`config.mk`:
```
export PLATFORM = sky130hd
export DESIGN_NAME = event_capture_status_enable
export DESIGN_NICKNAME = d
export VERILOG_FILES = /design/src/event_capture_pkg.sv /design/src/sticky_flags.sv /design/src/event_capture_status_enable.sv
export SDC_FILE = /design/constraint.sdc
export NUM_CORES = 1
export LEC_CHECK = 0
export BUFFER_PORTS_ARGS = -buffer_cell sky130_fd_sc_hd__buf_2
export CELL_PAD_IN_SITES_DETAIL_PLACEMENT = 0
export CELL_PAD_IN_SITES_GLOBAL_PLACEMENT = 2
export CORE_MARGIN = 1
export CORE_UTILIZATION = 33
export CTS_BUF_LIST = sky130_fd_sc_hd__clkbuf_8
export DETAILED_ROUTE_END_ITERATION = 8
export PLACE_DENSITY = 0.88
export SLEW_MARGIN = 10
export SYNTH_ARGS = -nofsm -noshare
export SYNTH_HDL_FRONTEND = slang
export SYNTH_SLANG_ARGS = --single-unit
```
`constraint.sdc`:
```
create_clock -name clk_i -period 3.2 [get_ports clk_i]
set_input_delay 0.16 -clock clk_i [delete_from_list [all_inputs] [get_ports clk_i]]
set_output_delay 0.16 -clock clk_i [all_outputs]
set_load 0.02 [all_outputs]
```
`src/event_capture_pkg.sv`:
```
package event_capture_pkg;

  // register addresses as seen on the serial register port
  localparam logic [6:0] SYS_EN_ADDR = 7'h04;
  localparam logic [6:0] SUP_EN_ADDR = 7'h1C;
  localparam logic [6:0] TRX_EN_ADDR = 7'h23;
  localparam logic [6:0] WAKE_EN_ADDR = 7'h4C;
  localparam logic [6:0] SYS_ST_ADDR = 7'h61;
  localparam logic [6:0] SUP_ST_ADDR = 7'h62;
  localparam logic [6:0] TRX_ST_ADDR = 7'h63;
  localparam logic [6:0] WAKE_ST_ADDR = 7'h64;

  // bit positions; each enable bit sits at the same position as its status bit
  localparam int OVERTEMP_BIT = 2;
  localparam int SERIAL_FAULT_BIT = 1;
  localparam int AUX_OVER_BIT = 2;
  localparam int AUX_UNDER_BIT = 1;
  localparam int MAIN_UNDER_BIT = 0;
  localparam int BUS_SILENCE_BIT = 4;
  localparam int BUS_FAULT_BIT = 1;
  localparam int BUS_WAKEUP_BIT = 0;
  localparam int WAKE_RISE_BIT = 1;
  localparam int WAKE_FALL_BIT = 0;

  // implemented bits per register; everything else reads as zero
  localparam logic [7:0] SYS_MASK = 8'h06;
  localparam logic [7:0] SUP_MASK = 8'h07;
  localparam logic [7:0] TRX_MASK = 8'h13;
  localparam logic [7:0] WAKE_MASK = 8'h03;

  // reset values
  localparam logic [7:0] SYS_EN_RESET = 8'h00;
  localparam logic [7:0] SUP_EN_RESET = 8'h00;
  localparam logic [7:0] TRX_EN_RESET = 8'h00;
  localparam logic [7:0] WAKE_EN_RESET = 8'h00;
  localparam logic [7:0] STATUS_RESET = 8'h00;
  localparam logic [7:0] RDATA_RESET = 8'h00;

  // transceiver mode code in which supply undervoltage counts as a bus fault
  localparam logic [1:0] MODE_FIELD_FAULT = 2'h1;

  // legal serial command lengths in clock counts
  localparam logic [5:0] FRAME_BITS_16 = 6'h10;
  localparam logic [5:0] FRAME_BITS_24 = 6'h18;
  localparam logic [5:0] FRAME_BITS_32 = 6'h20;

  // timing
  localparam int CLK_PERIOD_NS = 50;
  localparam int SILENCE_TIMEOUT_NS = 1000000;
  localparam int SILENCE_CYCLES = (SILENCE_TIMEOUT_NS + CLK_PERIOD_NS - 1) / CLK_PERIOD_NS;

endpackage

```
`src/sticky_flags.sv`:
```
`timescale 1ns/10ps

// bank of sticky event bits: a qualified event sets, a write of one clears,
// and an event in the clearing cycle wins so nothing is lost
module sticky_flags #(
  parameter int W = 8,
  parameter logic [W-1:0] RESET_VAL = '0
) (
  input wire logic clk_i, // system clock
  input wire logic rst_i, // synchronous reset, active high
  input wire logic [W-1:0] event_i, // raw event conditions
  input wire logic [W-1:0] enable_i, // per-bit capture enable
  input wire logic [W-1:0] clear_i, // per-bit clear request
  output logic [W-1:0] flag_o // captured flags
);

  logic [W-1:0] flag_next;

  always_comb begin
    flag_next = (flag_o & ~clear_i) | (event_i & enable_i);
  end

  always_ff @(posedge clk_i) begin
    if (rst_i) begin
      flag_o <= RESET_VAL;
    end else begin
      flag_o <= flag_next;
    end
  end

endmodule // sticky_flags

```
`src/event_capture_status_enable.sv`:
```
`timescale 1ns/10ps

module event_capture_status_enable
  import event_capture_pkg::*;
#(
  parameter int unsigned SILENCE_CYCLES_P = SILENCE_CYCLES
) (
  input wire logic clk_i, // 20 MHz system clock
  input wire logic rst_i, // synchronous reset, active high
  input wire logic [6:0] reg_addr_i, // register address
  input wire logic [7:0] reg_wdata_i, // write data
  input wire logic reg_wr_i, // write strobe, one cycle
  input wire logic reg_rd_i, // read strobe, one cycle
  output logic [7:0] reg_rdata_o, // read data, valid the cycle after reg_rd_i
  input wire logic sleep_mode_i, // device in Sleep mode
  input wire logic [1:0] transceiver_mode_field_i, // transceiver mode control code
  input wire logic bus_supply_under_i, // transceiver off due to its supply undervoltage
  input wire logic txd_clamped_i, // transmit input stuck dominant
  input wire logic transceiver_offline_i, // transceiver in offline mode
  input wire logic bus_wake_event_i, // bus wake-up pattern detected, one cycle
  input wire logic bus_rx_i, // received bus level
  input wire logic wake_pin_i, // WAKE input level
  input wire logic overtemp_i, // temperature above warning threshold
  input wire logic frame_done_i, // serial command finished, one cycle
  input wire logic [5:0] frame_bits_i, // clock count of that command
  input wire logic illegal_mode_i, // illegal mode code received, one cycle
  input wire logic locked_write_i, // write to locked register tried, one cycle
  input wire logic aux_over_i, // second regulator or external supply overvoltage
  input wire logic aux_under_i, // second regulator or external supply undervoltage
  input wire logic main_under_i, // main regulator undervoltage
  output logic [7:0] sys_status_o, // system event status bits
  output logic [7:0] sup_status_o, // supply event status bits
  output logic [7:0] trx_status_o, // transceiver event status bits
  output logic [7:0] wake_status_o, // WAKE pin event status bits
  output logic event_pending_o // some enabled event captured
);

  // enable registers
  logic [7:0] sys_en_reg;
  logic [7:0] sup_en_reg;
  logic [7:0] trx_en_reg;
  logic [7:0] wake_en_reg;

  // status banks
  logic [7:0] sys_status;
  logic [7:0] sup_status;
  logic [7:0] trx_status;
  logic [7:0] wake_status;
  logic [7:0] sys_event;
  logic [7:0] sup_event;
  logic [7:0] trx_event;
  logic [7:0] wake_event;
  logic [7:0] sys_clear;
  logic [7:0] sup_clear;
  logic [7:0] trx_clear;
  logic [7:0] wake_clear;

  // pin history
  logic wake_prev_reg;
  logic bus_prev_reg;
  logic pins_valid_reg;
  logic wake_rise;
  logic wake_fall;
  logic bus_edge;

  // silence detection
  logic [31:0] silence_cnt_reg;
  logic bus_active_reg;
  logic silence_hit;

  // serial failure decode
  logic frame_len_bad;
  logic serial_fault;

  logic [7:0] rdata_reg;
  logic [7:0] rdata_next;
  logic pending_reg;

  // ---------------- enable registers ----------------

  always_ff @(posedge clk_i) begin
    if (rst_i) begin
      sys_en_reg <= SYS_EN_RESET;
    end else if (reg_wr_i && reg_addr_i == SYS_EN_ADDR) begin
      sys_en_reg <= reg_wdata_i & SYS_MASK;
    end
  end

  always_ff @(posedge clk_i) begin
    if (rst_i) begin
      sup_en_reg <= SUP_EN_RESET;
    end else if (reg_wr_i && reg_addr_i == SUP_EN_ADDR) begin
      sup_en_reg <= reg_wdata_i & SUP_MASK;
    end
  end

  always_ff @(posedge clk_i) begin
    if (rst_i) begin
      trx_en_reg <= TRX_EN_RESET;
    end else if (reg_wr_i && reg_addr_i == TRX_EN_ADDR) begin
      trx_en_reg <= reg_wdata_i & TRX_MASK;
    end
  end

  always_ff @(posedge clk_i) begin
    if (rst_i) begin
      wake_en_reg <= WAKE_EN_RESET;
    end else if (reg_wr_i && reg_addr_i == WAKE_EN_ADDR) begin
      wake_en_reg <= reg_wdata_i & WAKE_MASK;
    end
  end

  // ---------------- pin edge detection ----------------

  // the first cycle after reset only loads history, so a pin that is
  // already high at reset is not mistaken for a rising edge
  always_ff @(posedge clk_i) begin
    if (rst_i) begin
      wake_prev_reg <= 1'b0;
      bus_prev_reg <= 1'b0;
      pins_valid_reg <= 1'b0;
    end else begin
      wake_prev_reg <= wake_pin_i;
      bus_prev_reg <= bus_rx_i;
      pins_valid_reg <= 1'b1;
    end
  end

  assign wake_rise = pins_valid_reg && !wake_prev_reg && wake_pin_i;
  assign wake_fall = pins_valid_reg && wake_prev_reg && !wake_pin_i;
  assign bus_edge = pins_valid_reg && (bus_prev_reg != bus_rx_i);

  // ---------------- bus silence timer ----------------

  // any bus edge restarts the timer; the flag only fires once per active
  // period because bus_active_reg drops when silence is reported
  assign silence_hit = bus_active_reg && !bus_edge && (silence_cnt_reg >= SILENCE_CYCLES_P - 1);

  always_ff @(posedge clk_i) begin
    if (rst_i) begin
      silence_cnt_reg <= 32'h0;
    end else if (bus_edge || !bus_active_reg) begin
      silence_cnt_reg <= 32'h0;
    end else if (!silence_hit) begin
      silence_cnt_reg <= silence_cnt_reg + 32'h1;
    end
  end

  always_ff @(posedge clk_i) begin
    if (rst_i) begin
      bus_active_reg <= 1'b0;
    end else if (bus_edge) begin
      bus_active_reg <= 1'b1;
    end else if (silence_hit) begin
      bus_active_reg <= 1'b0;
    end
  end

  // ---------------- serial failure ----------------

  assign frame_len_bad = frame_done_i && (frame_bits_i != FRAME_BITS_16)
    && (frame_bits_i != FRAME_BITS_24) && (frame_bits_i != FRAME_BITS_32);
  assign serial_fault = !sleep_mode_i
    && (frame_len_bad || illegal_mode_i || locked_write_i);

  // ---------------- event conditions ----------------

  always_comb begin
    sys_event = 8'h00;
    sys_event[OVERTEMP_BIT] = overtemp_i && !sleep_mode_i;
    sys_event[SERIAL_FAULT_BIT] = serial_fault;
  end

  always_comb begin
    sup_event = 8'h00;
    sup_event[AUX_OVER_BIT] = aux_over_i;
    sup_event[AUX_UNDER_BIT] = aux_under_i;
    // main regulator is off in Sleep, so its undervoltage is not an event there
    sup_event[MAIN_UNDER_BIT] = main_under_i && !sleep_mode_i;
  end

  always_comb begin
    trx_event = 8'h00;
    trx_event[BUS_SILENCE_BIT] = silence_hit;
    trx_event[BUS_FAULT_BIT] = !sleep_mode_i
      && ((transceiver_mode_field_i == MODE_FIELD_FAULT && bus_supply_under_i) || txd_clamped_i);
    trx_event[BUS_WAKEUP_BIT] = bus_wake_event_i && transceiver_offline_i;
  end

  always_comb begin
    wake_event = 8'h00;
    wake_event[WAKE_RISE_BIT] = wake_rise;
    wake_event[WAKE_FALL_BIT] = wake_fall;
  end

  // ---------------- write-one-to-clear decode ----------------

  always_comb begin
    sys_clear = 8'h00;
    sup_clear = 8'h00;
    trx_clear = 8'h00;
    wake_clear = 8'h00;
    if (reg_wr_i) begin
      if (reg_addr_i == SYS_ST_ADDR) begin
        sys_clear = reg_wdata_i & SYS_MASK;
      end
      if (reg_addr_i == SUP_ST_ADDR) begin
        sup_clear = reg_wdata_i & SUP_MASK;
      end
      if (reg_addr_i == TRX_ST_ADDR) begin
        trx_clear = reg_wdata_i & TRX_MASK;
      end
      if (reg_addr_i == WAKE_ST_ADDR) begin
        wake_clear = reg_wdata_i & WAKE_MASK;
      end
    end
  end

  // ---------------- status banks ----------------

  sticky_flags #(
    .W(8),
    .RESET_VAL(STATUS_RESET)
  ) u_sys_flags (
    .clk_i(clk_i),
    .rst_i(rst_i),
    .event_i(sys_event),
    .enable_i(sys_en_reg & SYS_MASK),
    .clear_i(sys_clear),
    .flag_o(sys_status)
  );

  sticky_flags #(
    .W(8),
    .RESET_VAL(STATUS_RESET)
  ) u_sup_flags (
    .clk_i(clk_i),
    .rst_i(rst_i),
    .event_i(sup_event),
    .enable_i(sup_en_reg & SUP_MASK),
    .clear_i(sup_clear),
    .flag_o(sup_status)
  );

  sticky_flags #(
    .W(8),
    .RESET_VAL(STATUS_RESET)
  ) u_trx_flags (
    .clk_i(clk_i),
    .rst_i(rst_i),
    .event_i(trx_event),
    .enable_i(trx_en_reg & TRX_MASK),
    .clear_i(trx_clear),
    .flag_o(trx_status)
  );

  sticky_flags #(
    .W(8),
    .RESET_VAL(STATUS_RESET)
  ) u_wake_flags (
    .clk_i(clk_i),
    .rst_i(rst_i),
    .event_i(wake_event),
    .enable_i(wake_en_reg & WAKE_MASK),
    .clear_i(wake_clear),
    .flag_o(wake_status)
  );

  assign sys_status_o = sys_status;
  assign sup_status_o = sup_status;
  assign trx_status_o = trx_status;
  assign wake_status_o = wake_status;

  // ---------------- read path ----------------

  always_comb begin
    case (reg_addr_i)
      SYS_EN_ADDR: rdata_next = sys_en_reg;
      SUP_EN_ADDR: rdata_next = sup_en_reg;
      TRX_EN_ADDR: rdata_next = trx_en_reg;
      WAKE_EN_ADDR: rdata_next = wake_en_reg;
      SYS_ST_ADDR: rdata_next = sys_status & SYS_MASK;
      SUP_ST_ADDR: rdata_next = sup_status & SUP_MASK;
      TRX_ST_ADDR: rdata_next = trx_status & TRX_MASK;
      WAKE_ST_ADDR: rdata_next = wake_status & WAKE_MASK;
      default: rdata_next = 8'h00;
    endcase
  end

  // read data is held until the next read so a slow shifter can take it
  always_ff @(posedge clk_i) begin
    if (rst_i) begin
      rdata_reg <= RDATA_RESET;
    end else if (reg_rd_i) begin
      rdata_reg <= rdata_next;
    end
  end

  assign reg_rdata_o = rdata_reg;

  always_ff @(posedge clk_i) begin
    if (rst_i) begin
      pending_reg <= 1'b0;
    end else begin
      pending_reg <= |{sys_status, sup_status, trx_status, wake_status};
    end
  end

  assign event_pending_o = pending_reg;

endmodule // event_capture_status_enable

```
# Yosys cells after proc, flatten, opt, wreduce, memory -nomap -nowiden

Index checks and enable logic that the tools add are counted.

$add $sub $neg: 1
Magnitude comparators: 1
Equal/unequal tests: 13
Muxes and demuxes: 12
Bitwise gates (word level): 16
Reductions and logical operators: 32

Operators with widths:

| kind                                                                 | count |
|---|---|
| case mux 5 bit (8 select lines)                                      | 1 |
| equality test 7 bit (second input constant)                          | 5 |
| adder 32 x 1 -> 32 bit (second input constant)                       | 1 |
| bitwise AND 8 bit                                                    | 4 |
| greater-or-equal comparator 32 x 15 -> 1 bit (second input constant) | 1 |
| bitwise OR 8 bit                                                     | 4 |
| OR reduction 32 bit                                                  | 1 |
| logical AND 1 bit                                                    | 20 |
| inverter 3 -> 8 bit                                                  | 2 |
| two-way mux 3 bit                                                    | 4 |
| inequality test 6 x 5 -> 1 bit (second input constant)               | 2 |
| two-way mux 5 bit                                                    | 2 |
| inverter 2 -> 8 bit                                                  | 1 |
| inverter 5 -> 8 bit                                                  | 1 |
| equality test 7 x 3 -> 1 bit (second input constant)                 | 1 |
| equality test 7 x 5 -> 1 bit (second input constant)                 | 1 |
| equality test 7 x 6 -> 1 bit (second input constant)                 | 1 |
| bitwise AND 3 bit                                                    | 2 |
| inequality test 6 bit (second input constant)                        | 1 |
| bitwise AND 5 bit                                                    | 1 |
| logical NOT 1 bit                                                    | 5 |
| logical OR 1 bit                                                     | 4 |
| two-way mux 2 bit                                                    | 2 |
| two-way mux 1 bit                                                    | 3 |
| other kinds (5)                                                      | 5 |

Register bits: 87
Logic and storage cells: 90

# Longest topological paths before layout

Gate-level depths: netlist of the first run.

Depth after elaboration: 9
Mapped depth: 8

# Cells and area by module

Synthesis of the first run repeated with hierarchy kept, for this count alone.

Cells, all modules: 439
Area total of the unflattened synthesis: 4,142.7 µm²

By module, submodules not included:

| module                      | instances | cells each | area each (µm²) | sequential area each (µm²) |
|---|---|---|---|---|
| event_capture_status_enable | 1         | 307        | 2,616.3         | 1,021.0 |
| sticky_flags                | 4         | 33         | 381.6           | 160.2 |

# Worst setup path after synthesis of the first run

No wires, ideal clock.

Path kind: register to register
Start point: register silence_cnt_reg[0]
End point: register silence_cnt_reg[6]
Setup time: 0.070 ns
Data arrival time: 1.844 ns
Slack: 1.285 ns
Stages on the path, launching flop included: 8
Path buffers: 0
Period minus slack after synthesis: 1.915 ns
Path through: dfxtp_1 -> ha_1 -> nand4_1 -> a2111oi_0 -> a2111oi_2 -> nor2_1 -> or4_1 -> a21oi_1

Word-level cells in the longest chain between the ends: 2
Elaborated cells between the ends (all ways): 3
Those cells by class: add/sub (1); order compare (1); reduce/logical (1)

Ends and longest elaborated chain:

| item                                         | RTL line                           | text |
|---|---|---|
| start, declared                              | event_capture_status_enable.sv:67  | `logic [31:0] silence_cnt_reg;` |
| start signal, assigned                       | event_capture_status_enable.sv:145 | `silence_cnt_reg <= silence_cnt_reg + 32'h1;` |
| greater-or-equal comparator 32 x 15 -> 1 bit | event_capture_status_enable.sv:137 | `assign silence_hit = bus_active_reg && !bus_edge && (silence_cnt_reg >= SILENCE_CYCLES_P - 1);` |
| logical AND 1 bit                            | event_capture_status_enable.sv:137 |  |

Parallel ways exist; a longest one is shown, timed or not.
A chain may end at the register's enable or synchronous reset.

# Worst setup path in the final report of the first run

Start point: register silence_cnt_reg[0]
End point: register silence_cnt_reg[7]

The elaborated chain is that of the path after synthesis.

==> impl_metrics.ini, run 1 <==
[route]
wire_per_inst_um = 13.7
vias_per_cell = 4.95
drc_errors = 0
dr.pass1.iters = 4
wl_um = 6670
drtIter0Drc = 112
num_vias = 2406
antenna_left = 0

[cts]
holdBufCountCts = 0
clk_pin_slew_worst_paths_ps = 70
cts_setup_buffers = 0
h-tree-depth = 3
clkLatencyLatePin_ps = 340
cts_tree = built
cts_made_buffers = 9
clockBufferDepth = 2
cts-root-buf = clkbuf_8
clock_sinks = 61
cts_resized = 0

[global_route]
grt_max_degree = 31
grt_pass1_wl_um = 11000
grt.overflow.total = 0
grt_antenna_before_repair = 0
grt.total_usage = 0.161
grt_pass1_vias = 2294

[critical_path]
setup.worst_path.end_class = flop
cp_data_required_time_ps = 3450
worstPathMaxFanout = 11
crit_arrival_ps = 2580
critPathKind = flop to flop
setup.worst_path.start_class = flop

[yosys]
ys.flop_type = dfxtp_1
synthMuxAreaShare = 0.0458
synth-adder-area-share = 0.00793
synth_edf_count = 0
synth.most_common_cell = dfxtp_1
synth_top_family_by_area = simple AND/OR/NAND/NOR gates
syn_area_sq_um = 2840
avgSynthCellArea_sq_um = 8.82
yosys.area_share.simple = 0.252
ys_top_cells_by_area = dfxtp_1 43%, buf_4 7.1%, mux2i_1 4.6%
synth-async-reset-ratio = 0
yosysSeqAreaShare = 0.430
synthDistinctLibCells = 50
yosys.area.top_type = dfxtp_1
synth-compound-area-share = 0.148
synth_top_area_share = 0.430
yosysWarnings = 0
synth_common_cells = 61 x dfxtp_1, 33 x nor2_1, 27 x buf_4, 21 x nand2_1
synth_xor_area_frac = 0.0278
synth_cells = 322
synth-seq-cells = 61

[layout]
drive_gt1_frac = 0.192
largest_reg_flops = 32
n_antenna_cell = 0
final_util = 0.401
stdcell_area_sq_um = 3310
fin_nets = 418
instances_no_fill = 486
syn_to_final_growth_pct = 16.6

[pwr]
power_mw = 1.58
pwr_density_cell_nw_per_um2 = 478
leakage_nw = 1.36
vdd_drop_max_mv = 0.191

[run_status]
status = finished, final reports clean

[sta]
tightest_slew_ps = 862
max-slew-margin-rel = 0.423
hold_viol_final = 0
finClkSkew_ps = 9.29
drv_slew = 0
period_needed_ps = 2320
min_period_over_period = 0.726
timing.final.ws_setup_ps = 876
whs_ps = 55.8
rsz0062_at_grt = no
setup_viol_count_final = 0
max_freq_mhz = 430
setup-tns-final_ps = 0

[hold_path]
worstHoldPathType = input pin to flop

[place]
gp_congestion = 0.820
dp_slack_ps = 868
dp.cells = 470
dp_hpwl_um = 4990
place_area_sq_um = 3100
port_buffers = 51

[floorplan]
die_w_um = 94.8
dieArea_sq_um = 8980
initial_core_util = 0.344
ioPinCount = 82
fp-row-count = 33
core_area_sq_um = 8260
die_y_um = 94.8

[job]
cap_violations = 0
-- area by class of cell --
class / instances / area, sq um
multi-input combinational: 247 / 1470
fill: 871 / 4950
clock inverter: 4 / 46.3
sequential: 61 / 1220
inverter: 5 / 18.8
clock buffer: 12 / 165
tap: 105 / 131
timing repair buffer: 52 / 263
-- report_power, final --
part	total (mW)	switching [mW]	internal, mW	leakage, nW
sequential	0.768	0.00383	0.765	0.493
combinational	0.104	0.0744	0.0292	0.754
clock	0.712	0.293	0.419	0.110
-- cells in the final DEF, fill, tap and decap left out, types with 3 or more instances in the layout --
| cell | n |
|---|---|
| conb_1 | 26 |
| nor4_1 | 8 |
| o21ai_0 | 18 |
| dfxtp_1 | 61 |
| nor3_1 | 3 |
| mux2i_1 | 13 |
| and2_1 | 17 |
| a22o_1 | 4 |
| inv_1 | 6 |
| a21oi_1 | 18 |
| o21a_1 | 3 |
| nand3_1 | 15 |
| nand2_1 | 21 |
| or4_1 | 3 |
| buf_2 | 51 |
| or3_1 | 5 |
| xor2_1 | 8 |
| nor2_1 | 33 |
| nor2b_1 | 8 |
| nand4_1 | 10 |
| clkbuf_8 | 12 |
-- worst paths after layout --
kind / start / end / slack, ps / depth (start not counted)
min reg2reg: silence_cnt_reg[30] / silence_cnt_reg[30] / 460 / 1
min: bus_rx_i / bus_prev_reg / 60 / 2
max reg2reg: silence_cnt_reg[0] / silence_cnt_reg[7] / 880 / 8
max: silence_cnt_reg[0] / silence_cnt_reg[7] / 880 / 8
-- worst max-delay path, stage by stage, from the launching register on --
cell       delay (ps)
dfxtp_1           390
ha_1              230
nand4_1           120
a2111oi_0         500
a2111oi_2         100
buf_4             210
nor2_1            380
o21ai_0           160
a21oi_1           150
-- per-layer routing --
metal / track usage / wire length, um
met2: 0.252 / 2980
met5: 0 / 0
met3: 0.0403 / 323
met1: 0.213 / 3260
met4: 0.0606 / 110
-- kinds of logic after synthesis --
logic type	after synthesis
mux	13
other cells	1
fa+ha+maj	2
compound gates	63
xor+xnor	9
simple gates	134
buf+inv	39
flops	61
No activity file was read; power rests on OpenSTA's default activity.
==> run 2, diff against run 1 <==
--- a/config.mk
+++ b/config.mk
@@ -9,10 +9,10 @@
 export CELL_PAD_IN_SITES_DETAIL_PLACEMENT = 0
 export CELL_PAD_IN_SITES_GLOBAL_PLACEMENT = 2
 export CORE_MARGIN = 1
-export CORE_UTILIZATION = 33
+export CORE_UTILIZATION = 31
 export CTS_BUF_LIST = sky130_fd_sc_hd__clkbuf_8
 export DETAILED_ROUTE_END_ITERATION = 8
-export PLACE_DENSITY = 0.88
+export PLACE_DENSITY = 0.83
 export SLEW_MARGIN = 10
 export SYNTH_ARGS = -nofsm -noshare
 export SYNTH_HDL_FRONTEND = slang
==> constraint.sdc (replaced) <==
create_clock -name clk_i -period 2.2 [get_ports clk_i]
set_input_delay 0.11 -clock clk_i [delete_from_list [all_inputs] [get_ports clk_i]]
set_output_delay 0.11 -clock clk_i [all_outputs]
set_load 0.02 [all_outputs]
==> run 2 against run 1 <==
Effect of this change:
- the flow now finishes with violations (design-rule violations)
- setup slack got worse by 810 ps
- utilization decreased by 0.35 points
- maximum frequency increased by 9.1%
- non-clock buffer count increased by 13
- register-to-register slack got worse by 810 ps
- final area increased by 5.7%
- clock skew increased by 1.6 ps
- sequential cell count unchanged
- clock-buffer cell count decreased by 1
- sequential share of layout area decreased by 1.9 points
- critical path type unchanged
- largest power group unchanged
==> impl_metrics.ini, run 2 (synthesized netlist as in run 1, its figures left out) <==
[global_route]
grt_antenna_before_repair = 0
grt.overflow.total = 0
grt_max_degree = 29
grt_pass1_wl_um = 11400
grt_pass1_vias = 2399
grt.total_usage = 0.149

[critical_path]
crit_end = silence_cnt_reg[13]
crit_arrival_ps = 2390
cp_data_required_time_ps = 2460
r2r_end = silence_cnt_reg[13]
r2r-start = silence_cnt_reg[12]
setup.worst_path.end_class = flop
crit_start = silence_cnt_reg[12]
reg2reg_slack_ps = 70
setup.worst_path.start_class = flop
cp_num_buf_inv = 1
critPathKind = flop to flop
worst-path-stages = 7
max_stage_delay_ps = 480
reg2regPathDepth = 7
worstPathMaxFanout = 6
crit_chain = or2_4 -> nand2b_4 -> a2111oi_4 -> buf_6 -> o211ai_4 -> or3_4 -> a21oi_2
cp_top_family = simple AND/OR/NAND/NOR gates
slowest_stage = a2111oi_4

[route]
dr.pass1.iters = 7
wl_um = 6920
antenna_left = 0
wire_per_inst_um = 13.8
vias_per_cell = 4.95
num_vias = 2478
drc_errors = 16
drtIter0Drc = 98

[pwr]
p_clk_frac = 0.439
seqPwrFrac = 0.491
vdd_drop_max_mv = 0.306
switching_share = 0.238
combPwrFrac = 0.070
power.switching_mw = 0.540
pwr_density_cell_nw_per_um2 = 650
internal_power_mw = 1.73
leakage_nw = 1.43

[floorplan]
core_area_sq_um = 8810
die_w_um = 97.7
die_y_um = 97.7
fp-row-count = 34
initial_core_util = 0.323
dieArea_sq_um = 9550
ioPinCount = 82

[place]
dp.cells = 482
dp_slack_ps = 68.3
place_area_sq_um = 3170
port_buffers = 51
gp_congestion = 0.824
dp_hpwl_um = 5100

[sta]
drv_slew = 0
period_needed_ps = 2130
tightest_slew_ps = 592
max_freq_mhz = 469
setup_viol_count_final = 0
whs_ps = 23.0
hold_viol_final = 0
rsz0062_at_grt = yes
timing.final.ws_setup_ps = 69.1
max-slew-margin-rel = 0.604
min_period_over_period = 0.969
finClkSkew_ps = 10.9

[cts]
clock_sinks = 61
h-tree-depth = 3
cts_made_buffers = 9
clockBufferDepth = 2
cts_tree = built
clk_pin_slew_worst_paths_ps = 70
cts-root-buf = clkbuf_8
clkLatencyLatePin_ps = 330

[layout]
fin_nets = 431
largest_reg_flops = 32
drive_gt1_frac = 0.244
instances_no_fill = 501
syn_to_final_growth_pct = 23.2
stdcell_area_sq_um = 3500
mostFrequentLayoutCells = 58 x dfxtp_1, 51 x buf_2, 32 x nor2_1
n_antenna_cell = 0
final_common_cell = dfxtp_1

[job]
cap_violations = 0

[hold_path]
worstHoldPathType = input pin to flop
worstHoldPathCells = 2
min_from = reg_rd_i

[run_status]
violations = design-rule violations
status = finished, violations left
==> run 2: cell count changes in the layout (fill, tap and decap cells not counted), sizes merged <==
cell / previous run / this run
clkinv: 1 / 2
dlygate4sd3: 0 / 1
clkbuf: 12 / 11
inv: 6 / 5
clkdlybuf4s15: 0 / 1
buf: 52 / 63
==> run 2: routing by layer <==
layer | wire length [um] | share of wire | GRT usage
met1 | 3480 | 0.50 | 0.200
met2 | 3000 | 0.43 | 0.234
met3 | 338 | 0.049 | 0.0295
met4 | 96 | 0.014 | 0.0629
met5 | 0 | 0 | 0
==> run 2: cell type report <==
class	count	area [sq um]
well taps	108	135
flip-flops and latches	61	1220
clock inverters	4	47.5
multi-input cells	247	1550
inverters	5	18.8
clock buffers	11	151
fillers	904	5310
repair buffers	65	370
==> run 2: worst min-delay path by stage <==
stage / end / slack (ps)
after global placement: pins_valid_reg / 340
after CTS: reg_rdata_o[4] / 10
final: reg_rdata_o[4] / 20
after global routing: reg_rdata_o[4] / 30
after detailed placement: pins_valid_reg / 340
after floorplan: pins_valid_reg / 190
==> run 2: timing repair <==
item	4_1_cts	5_1_grt
resized for setup	0	18
hold buffers	1	0
endpoints found under the hold margin	1	0
endpoints found under the setup margin	0	10
buffers inserted	0	2
==> run 2: power by group through the flow <==
stage          sequential (mW)  combinational, mW  clock (mW)
2_1_floorplan             1.14              0.124           0
3_3_place_gp              1.14              0.154           0
3_5_place_dp              1.14              0.155           0
4_1_cts                   1.12              0.157        1.02
5_1_grt                   1.12              0.174        1.07
6_report                  1.12              0.159       0.997
==> run 2: per-stage QoR <==
step	util	power [mW]	setup TNS [ps]
finish	0.397	2.27	0
global route	0.397	2.36	-94.5
CTS	0.384	2.30	0
detailed placement	0.360	1.30	0
global placement	0.360	1.30	0
floorplan	-	1.27	0
==> run 3, diff against run 2 <==
==> constraint.sdc (replaced) <==
create_clock -name clk_i -period 2.4 [get_ports clk_i]
set_input_delay 0.12 -clock clk_i [delete_from_list [all_inputs] [get_ports clk_i]]
set_output_delay 0.12 -clock clk_i [all_outputs]
set_load 0.02 [all_outputs]
==> run 3 against run 2 <==
Effect of this change:
- the flow still finishes with violations (design-rule violations)
- sequential power decreased by 9%
- sequential share of layout area increased by 1.3 points
- register-to-register slack better by 240 ps
- power down 2.1%
- clock power rose by 6%
==> impl_metrics.ini, run 3 (synthesized netlist as in run 1, its figures left out) <==
[cts]
clockBufferDepth = 2
cts_setup_buffers = 0
clkLatencyLatePin_ps = 330
cts_tree = built
cts-root-buf = clkbuf_8
h-tree-depth = 3
cts_made_buffers = 9
clock_sinks = 61
clk_pin_slew_worst_paths_ps = 70

[sta]
finClkSkew_ps = 12.1
min_period_over_period = 0.872
whs_ps = 33.9
rsz0062_at_grt = no
setup-tns-final_ps = 0
period_needed_ps = 2090
timing.final.ws_setup_ps = 308
drv_slew = 0
setup_viol_count_final = 0
hold_viol_final = 0
tightest_slew_ps = 576
max-slew-margin-rel = 0.615
max_freq_mhz = 478

[global_route]
grt_pass1_wl_um = 11300
grt.overflow.total = 0
grt.total_usage = 0.148
grt_max_degree = 29
grt_antenna_before_repair = 0
grt_pass1_vias = 2385

[critical_path]
critPathKind = flop to flop
reg2reg_slack_ps = 310
setup.worst_path.start_class = flop
cp_data_required_time_ps = 2650
crit_arrival_ps = 2350
worstPathMaxFanout = 10
setup.worst_path.end_class = flop

[layout]
drive_gt1_frac = 0.195
syn_to_final_growth_pct = 18.5
largest_reg_flops = 32
mostFrequentLayoutCells = 61 x dfxtp_1, 51 x buf_2, 33 x nor2_1
n_antenna_cell = 0
instances_no_fill = 492
stdcell_area_sq_um = 3360
fin_nets = 422
final_common_cell = dfxtp_1

[floorplan]
die_w_um = 97.7
initial_core_util = 0.323
ioPinCount = 82
fp-row-count = 34
dieArea_sq_um = 9550
core_area_sq_um = 8810
die_y_um = 97.7

[job]
cap_violations = 0

[place]
dp_slack_ps = 183
place_area_sq_um = 3130
port_buffers = 51
dp_hpwl_um = 5020
dp.cells = 476
gp_congestion = 0.826

[route]
drc_errors = 16
vias_per_cell = 4.97
dr.pass1.iters = 6
drtIter0Drc = 115
antenna_left = 0
wl_um = 6660
num_vias = 2444
wire_per_inst_um = 13.5

[pwr]
vdd_drop_max_mv = 0.262
pwr_density_cell_nw_per_um2 = 661
leakage_nw = 1.39

[run_status]
status = finished, violations left
violations = design-rule violations

[hold_path]
worstHoldPathType = input pin to flop
[run 3: cell type report]
cell class	instances	area [sq um]
Multi-Input combinational cell	247	1470
Clock inverter	6	104
Tap cell	108	135
Inverter	5	18.8
Fill cell	901	5440
Sequential cell	61	1220
Clock buffer	9	124
Timing Repair Buffer	56	295
[run 3: routing by layer]
layer | share of wire | vias to the layer above | global-route usage
met3 | 0.061 | 10 | 0.0288
met5 | 0 | - | 0
met2 | 0.43 | 77 | 0.224
met4 | 0.015 | 0 | 0.0594
met1 | 0.49 | 1131 | 0.205
li1 | - | 1226 | -
[run 3: worst max-delay path, stage by stage (launching register included)]
cell,delay [ps]
dfxtp_1,330
ha_1,240
nand4_1,110
a2111oi_1,100
a2111oi_2,380
buf_4,250
o211ai_2,130
or3_1,340
a21oi_1,130
[run 3: worst paths after layout]
kind	start	end	cells after the start
setup / recovery	silence_cnt_reg[0]	silence_cnt_reg[13]	8
hold / removal	bus_rx_i	bus_prev_reg	2
setup reg to reg	silence_cnt_reg[0]	silence_cnt_reg[13]	8
hold reg to reg	silence_cnt_reg[30]	silence_cnt_reg[30]	1
[run 3: repair_timing]
| item | 4_1_cts | 5_1_grt |
|---|---|---|
| endpoints found under the hold margin | 1 | 0 |
| setup endpoints to repair | 0 | 7 |
| hold buffers | 1 | 0 |
| resized for setup | 0 | 1 |
[run 3: power by group]
part           leakage, nW  switching (mW)  internal [mW]  total, mW
registers            0.493         0.00459           1.02       1.02
logic                0.774           0.101         0.0420      0.143
clock network        0.120           0.382          0.677       1.06
[run 3: through the flow]
stage           util  power (mW)
2_1_floorplan      -        1.16
3_3_place_gp   0.355        1.19
3_5_place_dp   0.355        1.19
4_1_cts        0.382        2.26
5_1_grt        0.382        2.30
6_report       0.382        2.23
